--- config.mk ---
export PLATFORM = sky130hd
export DESIGN_NAME = pwg_top
export DESIGN_NICKNAME = d
export VERILOG_FILES = /design/src/common/pwg_pkg.sv /design/src/core/pwg_top.sv
export VERILOG_INCLUDE_DIRS = /design/src /design/src/common
export SDC_FILE = /design/constraint.sdc
export NUM_CORES = 1
export LEC_CHECK = 0
export BUFFER_PORTS_ARGS = -buffer_cell sky130_fd_sc_hd__buf_2
export CAP_MARGIN = 10
export CELL_PAD_IN_SITES_DETAIL_PLACEMENT = 0
export CELL_PAD_IN_SITES_GLOBAL_PLACEMENT = 1
export CORE_AREA = 5 5 206 208
export CTS_CLUSTER_DIAMETER = 80
export DETAILED_ROUTE_END_ITERATION = 12
export DIE_AREA = 0 0 211 213
export PLACE_DENSITY_LB_ADDON = 0.1
export SETUP_SLACK_MARGIN = 0.4
export SYNTH_ARGS = -nofsm -noshare
export SYNTH_HDL_FRONTEND = slang
export SYNTH_SLANG_ARGS = --single-unit
--- constraint.sdc ---
create_clock -name REF_CLK -period 6.21 [get_ports REF_CLK]
set_clock_uncertainty 0.15 [all_clocks]
set_input_delay 1.5525 -clock REF_CLK [delete_from_list [all_inputs] [get_ports REF_CLK]]
set_output_delay 1.5525 -clock REF_CLK [all_outputs]
set_load 0.005 [all_outputs]
--- src/common/pwg_consts.svh ---
// Offsets, field positions, reset values and sizes of the port wake gate
`ifndef PWG_CONSTS_SVH
`define PWG_CONSTS_SVH

`define PWG_NPORTS        7
`define PWG_NPHY          5
`define PWG_IDX_W         16
`define PWG_IDX_EVENT     12'h013
`define PWG_IDX_ENABLE    12'h017
`define PWG_IDX_PENDING   12'h01b
`define PWG_IDX_BLOCK     12'h01f
`define PWG_IDX_IRQ_STAT  12'h001
`define PWG_IDX_IRQ_MASK  12'h002
`define PWG_GLOBAL_PORT   4'h0
`define PWG_BIT_MAGIC     2
`define PWG_BIT_LINK      1
`define PWG_BIT_ENERGY    0
`define PWG_BIT_TS        2
`define PWG_BIT_PHY       1
`define PWG_BIT_ACL       0
`define PWG_FIELD_RST     3'h0
`define PWG_IRQ_RST       7'h00
`define PWG_PHY_BITS      3'h7
`define PWG_MAC_BITS      3'h4
`define PWG_MAC_INT_BITS  3'h1

`endif

--- src/common/pwg_pkg.sv ---
// Types shared by the port wake and interrupt gate
package pwg_pkg;

   // Detection inputs of one port, all one-cycle pulses except the levels
   typedef struct packed
   {
      logic        magic_seen;
      logic [47:0] dest_addr;
      logic        link_up;
      logic        energy;
      logic        ts_irq;
      logic        phy_irq;
      logic        acl_irq;
   } pwg_det_t;

   typedef logic [2:0] pwg_field_t;

   typedef logic [6:0] pwg_port_vec_t;

endpackage

--- src/core/pwg_top.sv ---
// Per-port wake-event and interrupt gating with an AHB-Lite register slave
//
// Decided for this implementation: the AHB-Lite interface to the registers.
`timescale 1ns/100ps
`include "pwg_consts.svh"

// Behaviour
// RULE1: Magic packet drives wake pin only while magic wake enable bit 2 set.
// RULE2: Magic packet counts only if destination equals the switch MAC address.
// RULE3: Link up drives wake pin only while link wake enable bit 1 set.
// RULE4: Cable energy drives wake pin only while energy enable bit 0 set.
// RULE5: Link and energy wake sources exist only on ports with a PHY.
// RULE6: Pending bit 2 shows timestamp interrupt summary, PHY ports only.
// RULE7: Pending bit 1 shows PHY interrupt summary, PHY ports only.
// RULE8: Pending bit 0 set by filter table counter interrupt on every port.
// RULE9: Filter interrupt pending clears only when software toggles its block bit.
// RULE10: Pending bits read-only, reset 0, one while pending; bits 7:3 zero.
// RULE11: Block bits active low enables, reset 0 so every source enabled.
// RULE12: Filter block bit on all ports; timestamp and PHY bits PHY only.
// RULE13: Each wake detection latches a flag that software clears by writing.
// RULE14: Port request high while any pending bit has its block bit clear.
module pwg_top
(
   input  wire logic                        REF_CLK,
   input  wire logic                        RST,
   input  wire logic                        HSEL,
   input  wire logic [31:0]                 HADDR,
   input  wire logic [1:0]                  HTRANS,
   input  wire logic                        HWRITE,
   input  wire logic [2:0]                  HSIZE,
   input  wire logic [31:0]                 HWDATA,
   input  wire logic                        HREADY,
   output logic      [31:0]                 HRDATA,
   output logic                             HREADYOUT,
   output logic                             HRESP,
   input  wire logic [47:0]                 SWITCH_MAC,
   input  wire pwg_pkg::pwg_det_t [6:0]     DETECT,
   output logic                             WAKE_EVENT_PIN,
   output pwg_pkg::pwg_port_vec_t           PORT_INT_REQ,
   output logic                             IRQ
);
   import pwg_pkg::*;

   // Port 1..7 sit at index 0..6; the first ones carry a PHY
   function automatic logic is_phy(input int p);
      is_phy = (p < `PWG_NPHY);
   endfunction

   // Bits that exist in a per-port field
   function automatic pwg_field_t field_bits(input int p, input logic intr);
      if (is_phy(p))
         field_bits = `PWG_PHY_BITS;
      else if (intr)
         field_bits = `PWG_MAC_INT_BITS;
      else
         field_bits = `PWG_MAC_BITS;
   endfunction

   // Bus data phase state
   logic                    ph_valid_ff;
   logic                    ph_write_ff;
   logic [`PWG_IDX_W-1:0]   ph_idx_ff;
   logic                    rd_done_ff;
   logic [31:0]             hrdata_ff;
   logic                    nxt_ph_valid;
   logic                    nxt_ph_write;
   logic [`PWG_IDX_W-1:0]   nxt_ph_idx;

   // Global event status and mask
   pwg_port_vec_t           irq_stat_ff;
   pwg_port_vec_t           irq_mask_ff;
   pwg_port_vec_t           nxt_irq_stat;
   pwg_port_vec_t           nxt_irq_mask;

   // Per-port registers
   pwg_field_t              enable_ff  [7];
   pwg_field_t              event_ff   [7];
   pwg_field_t              block_ff   [7];
   logic                    acl_ff     [7];
   pwg_field_t              nxt_enable [7];
   pwg_field_t              nxt_event  [7];
   pwg_field_t              nxt_block  [7];
   logic                    nxt_acl    [7];

   pwg_field_t              pending    [7];
   pwg_field_t              det_now    [7];
   logic [31:0]             port_word  [7];
   pwg_port_vec_t           wake_vec;
   pwg_port_vec_t           det_any;

   // Address and strobe decode
   wire                     accept;
   wire                     rd_load;
   wire                     wr_en;
   wire [3:0]               ph_port;
   wire [11:0]              ph_reg;
   wire                     ph_global;
   wire                     wr_irq_stat_rd;
   wire                     wr_irq_mask;
   wire [3:0]               ph_pidx;
   logic [31:0]             rd_word;

   assign accept    = HSEL & HREADY & HTRANS[1];
   assign rd_load   = ph_valid_ff & ~ph_write_ff & ~rd_done_ff;
   assign wr_en     = ph_valid_ff & ph_write_ff;
   assign ph_port   = ph_idx_ff[15:12];
   assign ph_reg    = ph_idx_ff[11:0];
   assign ph_global = (ph_port == `PWG_GLOBAL_PORT);
   assign ph_pidx   = ph_port - 4'h1;
   assign wr_irq_mask = wr_en & ph_global & (ph_reg == `PWG_IDX_IRQ_MASK);
   assign wr_irq_stat_rd = rd_load & ph_global
                           & (ph_reg == `PWG_IDX_IRQ_STAT);

   // Zero-wait writes, one wait state on reads, always OKAY
   assign HREADYOUT = ~rd_load;
   assign HRESP     = 1'b0;
   assign HRDATA    = hrdata_ff;

   assign nxt_ph_valid = HREADY ? accept : ph_valid_ff;
   assign nxt_ph_write = HREADY ? HWRITE : ph_write_ff;
   assign nxt_ph_idx   = HREADY ? HADDR[17:2] : ph_idx_ff;

   always_ff @(posedge REF_CLK)
   begin
      if (RST)
      begin
         ph_valid_ff <= 1'b0;
         ph_write_ff <= 1'b0;
         ph_idx_ff   <= '0;
         rd_done_ff  <= 1'b0;
         hrdata_ff   <= 32'h0;
      end
      else
      begin
         ph_valid_ff <= nxt_ph_valid;
         ph_write_ff <= nxt_ph_write;
         ph_idx_ff   <= nxt_ph_idx;
         rd_done_ff  <= rd_load;
         if (rd_load)
            hrdata_ff <= rd_word;
      end
   end

   genvar p;
   generate
      for (p = 0; p < `PWG_NPORTS; p++)
      begin : g_port
         wire        hit;
         wire        wr_event;
         wire        wr_enable;
         wire        wr_block;
         wire        magic_hit;
         wire        acl_clear;
         pwg_field_t wdat;

         assign hit       = wr_en & ~ph_global & (ph_pidx == 4'(p));
         assign wr_event  = hit & (ph_reg == `PWG_IDX_EVENT);
         assign wr_enable = hit & (ph_reg == `PWG_IDX_ENABLE);
         assign wr_block  = hit & (ph_reg == `PWG_IDX_BLOCK);
         assign wdat      = HWDATA[2:0];

         // Destination must match the switch address
         assign magic_hit = DETECT[p].magic_seen
                            & (DETECT[p].dest_addr == SWITCH_MAC); // [RULE2]

         // Link and energy only on ports with a PHY
         assign det_now[p][`PWG_BIT_MAGIC]  = magic_hit;
         assign det_now[p][`PWG_BIT_LINK]   = DETECT[p].link_up
                                              & is_phy(p); // [RULE5]
         assign det_now[p][`PWG_BIT_ENERGY] = DETECT[p].energy
                                              & is_phy(p); // [RULE5]
         assign det_any[p] = |det_now[p];

         // Latched detection flags, write one clears, set wins
         assign nxt_event[p] = (event_ff[p] & ~(wr_event ? wdat : 3'h0))
                               | det_now[p]; // [RULE13]

         assign nxt_enable[p] = wr_enable ? (wdat & field_bits(p, 1'b0))
                                          : enable_ff[p];

         // Active-low block bits, filter bit on every port
         assign nxt_block[p] = wr_block ? (wdat & field_bits(p, 1'b1))
                                        : block_ff[p]; // [RULE11] [RULE12]

         // Filter pending cleared by a toggle of its block bit
         assign acl_clear = wr_block
                            & (wdat[`PWG_BIT_ACL]
                               != block_ff[p][`PWG_BIT_ACL]); // [RULE9]
         assign nxt_acl[p] = DETECT[p].acl_irq
                             | (acl_ff[p] & ~acl_clear); // [RULE8] [RULE9]

         // Timestamp and PHY summaries on PHY ports only
         assign pending[p][`PWG_BIT_TS]  = DETECT[p].ts_irq
                                           & is_phy(p); // [RULE6]
         assign pending[p][`PWG_BIT_PHY] = DETECT[p].phy_irq
                                           & is_phy(p); // [RULE7]
         assign pending[p][`PWG_BIT_ACL] = acl_ff[p]; // [RULE8]

         // Each enabled latched source holds the wake pin
         assign wake_vec[p] =
            |(event_ff[p] & enable_ff[p]); // [RULE1] [RULE3] [RULE4]

         // Request toward aggregation
         assign PORT_INT_REQ[p] = |(pending[p] & ~block_ff[p]); // [RULE14]

         always_comb
         begin
            port_word[p] = 32'h0;
            case (ph_reg)
               `PWG_IDX_EVENT:   port_word[p][2:0] = event_ff[p];
               `PWG_IDX_ENABLE:  port_word[p][2:0] = enable_ff[p];
               `PWG_IDX_PENDING: port_word[p][2:0] = pending[p]; // [RULE10]
               `PWG_IDX_BLOCK:   port_word[p][2:0] = block_ff[p];
               default:          port_word[p] = 32'h0;
            endcase
         end

         always_ff @(posedge REF_CLK)
         begin
            if (RST)
            begin
               enable_ff[p] <= `PWG_FIELD_RST;
               event_ff[p]  <= `PWG_FIELD_RST;
               block_ff[p]  <= `PWG_FIELD_RST; // [RULE11]
               acl_ff[p]    <= 1'b0; // [RULE10]
            end
            else
            begin
               enable_ff[p] <= nxt_enable[p];
               event_ff[p]  <= nxt_event[p];
               block_ff[p]  <= nxt_block[p];
               acl_ff[p]    <= nxt_acl[p];
            end
         end
      end
   endgenerate

   // Read selection over global and per-port registers
   always_comb
   begin
      rd_word = 32'h0;
      if (ph_global)
      begin
         if (ph_reg == `PWG_IDX_IRQ_STAT)
            rd_word[6:0] = irq_stat_ff;
         else if (ph_reg == `PWG_IDX_IRQ_MASK)
            rd_word[6:0] = irq_mask_ff;
         else
            rd_word = 32'h0;
      end
      else if (ph_pidx < 4'(`PWG_NPORTS))
         rd_word = port_word[ph_pidx[2:0]];
      else
         rd_word = 32'h0;
   end

   // Sticky wake-detection status, cleared by its read, set wins
   assign nxt_irq_stat = (wr_irq_stat_rd ? 7'h00 : irq_stat_ff) | det_any;
   assign nxt_irq_mask = wr_irq_mask ? HWDATA[6:0] : irq_mask_ff;

   always_ff @(posedge REF_CLK)
   begin
      if (RST)
      begin
         irq_stat_ff <= `PWG_IRQ_RST;
         irq_mask_ff <= `PWG_IRQ_RST;
      end
      else
      begin
         irq_stat_ff <= nxt_irq_stat;
         irq_mask_ff <= nxt_irq_mask;
      end
   end

   assign IRQ            = |(irq_stat_ff & irq_mask_ff);
   assign WAKE_EVENT_PIN = |wake_vec; // [RULE1] [RULE3] [RULE4]

endmodule

== After elaboration in Yosys (flattened, before gate mapping) ==
Memories as Yosys holds them, arrays and structs flattened.
Index checks and enable logic that the tools add are counted.
Widths: inputs -> output; s select.

* RAM bits: 70
* Bits of input ports: 500
* Output and inout port bits: 43
* Memories kept: 4
* Logic and storage cells: 273
* Register bits after elaboration: 65

{| class="wikitable"
|+ Memory list
! name !! words !! bits a word !! read ports !! clocked after memory_dff !! write ports !! RTL line !! RTL
|-
| block_ff || 7 || 3 || 7 || 0 || 7 || pwg_top.sv:78 || <nowiki>pwg_field_t block_ff [7];</nowiki>
|-
| enable_ff || 7 || 3 || 7 || 0 || 7 || pwg_top.sv:76 || <nowiki>pwg_field_t enable_ff [7];</nowiki>
|-
| event_ff || 7 || 3 || 7 || 0 || 7 || pwg_top.sv:77 || <nowiki>pwg_field_t event_ff [7];</nowiki>
|-
| acl_ff || 7 || 1 || 7 || 0 || 7 || pwg_top.sv:79 || <nowiki>logic acl_ff [7];</nowiki>
|}

* Muxes and demuxes: 67
* $add $sub $neg: 1
* Bitwise gates (word level): 150
* Reduce and logical (&&, ||, !) cells: 16
* Order comparisons: 2
* Equal/unequal tests: 26

{| class="wikitable"
|+ Operator list
! operator !! number
|-
| $eq 48x48->1 || 7
|-
| $mux 32 || 4
|-
| $mux 3 || 42
|-
| $bmux 32 s3 || 1
|-
| $pmux 3 s4 || 7
|-
| $and 1x1->1 || 59
|-
| $and 3x3->3 || 19
|-
| $eq 12x5->1 const B || 4
|-
| $not 3->3 || 14
|-
| $reduce_or 3->1 || 12
|-
| $or 1x1->1 || 35
|-
| $mux 7 || 3
|-
| $or 3x3->3 || 7
|-
| $reduce_or 21->1 || 1
|-
| $eq 12x1->1 const B || 1
|-
| $eq 12x2->1 const B || 1
|-
| $eq 4x3->1 const B || 3
|-
| $not 1->1 || 11
|-
| $mux 1 || 10
|-
| $eq 4x2->1 const B || 2
|-
| $logic_not 4->1 || 2
|-
| $and 7x7->7 || 1
|-
| $ne 1x1->1 || 7
|-
| $or 7x7->7 || 1
|-
| 7 further kinds || 8
|}

== Longest topological paths before layout ==
* Word-level depth: 10
* Gate-level depth with buffers: 12
* Gate-level depth less buffers: 8

== Worst setup path after synthesis ==
OpenSTA, ideal clock, no wires.

* Kind: input to output
* From: in DETECT[1] (netlist bit)
* To: out PORT_INT_REQ[0]
* Stages: 2
* Data arrival time: 1.756 ns
* Setup slack: 2.752 ns
* Cells stage by stage: inv_1 > o221ai_1

* Word-level cells in the longest chain between the ends: 2

{| class="wikitable"
|+ Ends and longest elaborated chain
! item !! RTL line !! RTL
|-
| start, declared || pwg_top.sv:37 || <nowiki>input wire pwg_pkg::pwg_det_t [6:0] DETECT,</nowiki>
|-
| $and 3x3->3 || pwg_top.sv:204 || <nowiki>assign PORT_INT_REQ[p] = |(pending[p] & ~block_ff[p]);</nowiki>
|-
| $reduce_or 3->1 || pwg_top.sv:204 ||
|-
| end, declared || pwg_top.sv:39 || <nowiki>output pwg_pkg::pwg_port_vec_t PORT_INT_REQ,</nowiki>
|}

No other way between the ends.

==> metrics.yaml <==
wl_met2_microns: 27400
via_per_inst: 4.82
grt_max_degree: 62
grt_pass1_vias: 10300
area_growth_pct: 31.0
die_area_sq_mm: 0.0449
drc: 0
wl_met1_microns: 25300
power_density_mw_per_mm2: 154
whs_path_depth: 2
synth_top_area_share_pct: 22.1
clk_pin_slew_worst_paths_ps: 70
fin_crit_ps: 3980
crit_required_ps: 6350
finalSetupViolCount: 0
max_stage_delay_ps: 1070
overflow: 0
ys_types: 64
synthAdderAreaFrac_pct: 0.676
layout_commonest_cell: "buf_2"
synth_seq_cells: 102
cts-root-buf: "clkbuf_16"
final_util_pct: 30.0
irDropWorstVdd_mv: 0.126
maxSlewViolCount: 0
cts_hold_buf: 0
io_buffers: 463
cp_common_cell: "nand4_1"
timing.hold.ws_ps: 286
start_util_pct: 22.9
cts_buffers: 9
netlist_area_sq_mm: 0.00925
core_area_sq_mm: 0.0404
worstSetupStartpointType: "input port"
yosys_warnings: 0
synth_compound_area_share_pct: 12.5
htree_levels: 3
hp-class: "register to register"
final_antenna_net_count: 0
cp_cell_sequence: "buf_2 -> xnor2_1 -> nand4_1 -> nor4_1 -> nand4_1 -> a21oi_1"
avgSynthCellArea_sq_um: 8.00
place_hpwl_microns: 48400
worst_slew_pin_slew_ps: 1250
clkSinkCount: 102
grt_pass1_wl_microns: 78300
wl_per_cell_microns: 27.5
dr.pass1.iters: 5
die_x_microns: 211
cp_max_fo: 8
drt_wl_total_microns: 57400
synth_edf_count: 0
grt.total_usage_pct: 24.5
crit_arrival_ps: 4120
ctsResizeCount: 0
clk_latency_ps: 360
fp.dieH_microns: 213
status: "finished clean"
gp_congestion: 0.882
synthSimpleGateAreaFrac_pct: 19.1
synthFlopType: "dfxtp_1"
ys_async_sr_fraction_pct: 0
ys_seq_area_share_pct: 22.1
tns_ps: 0
dr_total_vias: 10000
final_net_count: 2047
clk_path_buf_depth: 2
cts_tree: "done"
endpoint_kind: "register"
fillers: 4622
setup_ws_ps: 2230
synth_cells: 1157
io_pins: 543
fin_crit_sh_pct: 64.1
p_leak_nw: 5.01
drive_gt1_share_pct: 32.8
crit_slowest_cell: "nor4_1"
slew_headroom_pct: 15.8
highest_layer: "met5"
yosysTopAreaCell: "dfxtp_1"
synthXorXnorAreaFrac_pct: 30.2
post_cts_buffers: 0
drv_cap: 0
post-place-ws_ps: 1940
synthMuxAreaShare_pct: 7.33
reg2reg_depth: 9
fmax_ghz: 0.251
yosys-top-cells-area: "dfxtp_1 (22%), xnor2_1 (15%), xor2_1 (15%), mux2i_1 (6.6%), nand4_1 (3.8%)"
rsz0062_at_grt: "false"
hold_viol: 0
antenna_found_initial: 18
path_class: "input port to register"
mostFrequentLayoutCells: "buf_2 (463), xnor2_1 (162), xor2_1 (157)"
wl_met3_microns: 3870
dr.first_iter.drc_count: 620
synth_top_family_by_area: "XOR/XNOR gates"
num_rows: 74
==> report_power, final <==
group          switching, W  internal [W]
combinational      0.000358      0.000269
sequential        0.0000177      0.000671
clock              0.000275      0.000275
total              0.000651       0.00121
==> sequential cells by signal (all words and copies together) (netlist names) <==
register,cells
irq_stat_ff,7
irq_mask_ff,7
acl_ff,7
ph_write_ff,1
ph_idx_ff,16
rd_done_ff,1
HRDATA,7
event_ff,21
block_ff,17
enable_ff,17
ph_valid_ff,1
==> per-layer routing <==
layer  GRT usage [%]  vias to the layer above
met5               0                        -
met4            3.53                       22
met3            6.02                       55
met2            42.1                      392
met1            31.9                     4824
li1                -                     4748
==> synthesized netlist by cell type, types with 5 or more instances <==
cell type / n
a211oi_1: 5
and3_1: 9
a211oi_2: 5
a221oi_1: 6
nor2_1: 83
nand2_1: 49
nor2b_1: 5
dfxtp_1: 102
mux2i_1: 61
ha_1: 5
nand3_1: 32
clkbuf_1: 89
a21oi_1: 58
nand4_1: 56
a22oi_1: 22
a22o_1: 7
inv_1: 42
xnor2_1: 162
buf_4: 26
nor3_1: 5
o22ai_1: 10
o21ai_0: 19
xor2_1: 157
nor4_1: 51
o221ai_1: 8
nand2b_1: 9
==> layout make-up <==
class	instances	area (sq um)	area share, %
Multi-Input combinational cell	913	6570	54.2
Timing Repair Buffer	473	2390	19.7
Sequential cell	102	2040	16.8
Tap cell	532	666	5.49
Clock buffer	10	229	1.89
Inverter	43	161	1.33
Clock inverter	6	46.3	0.382
Antenna cell	5	12.5	0.103
==> kinds of logic (layout without fill, tap and decap cells) <==
kind of cell | count (synthesis) | in the layout
other | 1 | 31
multiplexers | 65 | 65
buffers and inverters | 167 | 532
AO/OA/AOI/OAI | 170 | 170
flip-flops | 102 | 102
adder cells (fa/ha/maj) | 5 | 5
AND/OR/NAND/NOR | 328 | 328
XOR/XNOR | 319 | 319
==> critical path: cells and delay by family <==
family | cells | cell delay, ps
compound gates | 1 | 260
simple gates | 3 | 1700
buf+inv | 1 | 390
xor+xnor | 1 | 190
==> path summary, 6_finish.rpt <==
path / slack, ps / endpoint / start
max: 2230 / event_ff[0][5] / SWITCH_MAC[41]
min: 290 / event_ff[1][6] / event_ff[1][6]
max reg2reg: 2750 / acl_ff[6] / ph_idx_ff[12]
min reg2reg: 290 / event_ff[1][6] / event_ff[1][6]
==> through the flow <==
| step | area (sq um) | instances | total power [W] |
|---|---|---|---|
| floorplan | 9350 | 1182 | 0.00104 |
| global placement | 11800 | 2063 | 0.00133 |
| detailed placement | 11800 | 2063 | 0.00133 |
| CTS | 12100 | 2079 | 0.00189 |
| global route | 12100 | 2081 | 0.00196 |
| finish | 12100 | 2084 | 0.00187 |
(Power assumes the default switching activity.)
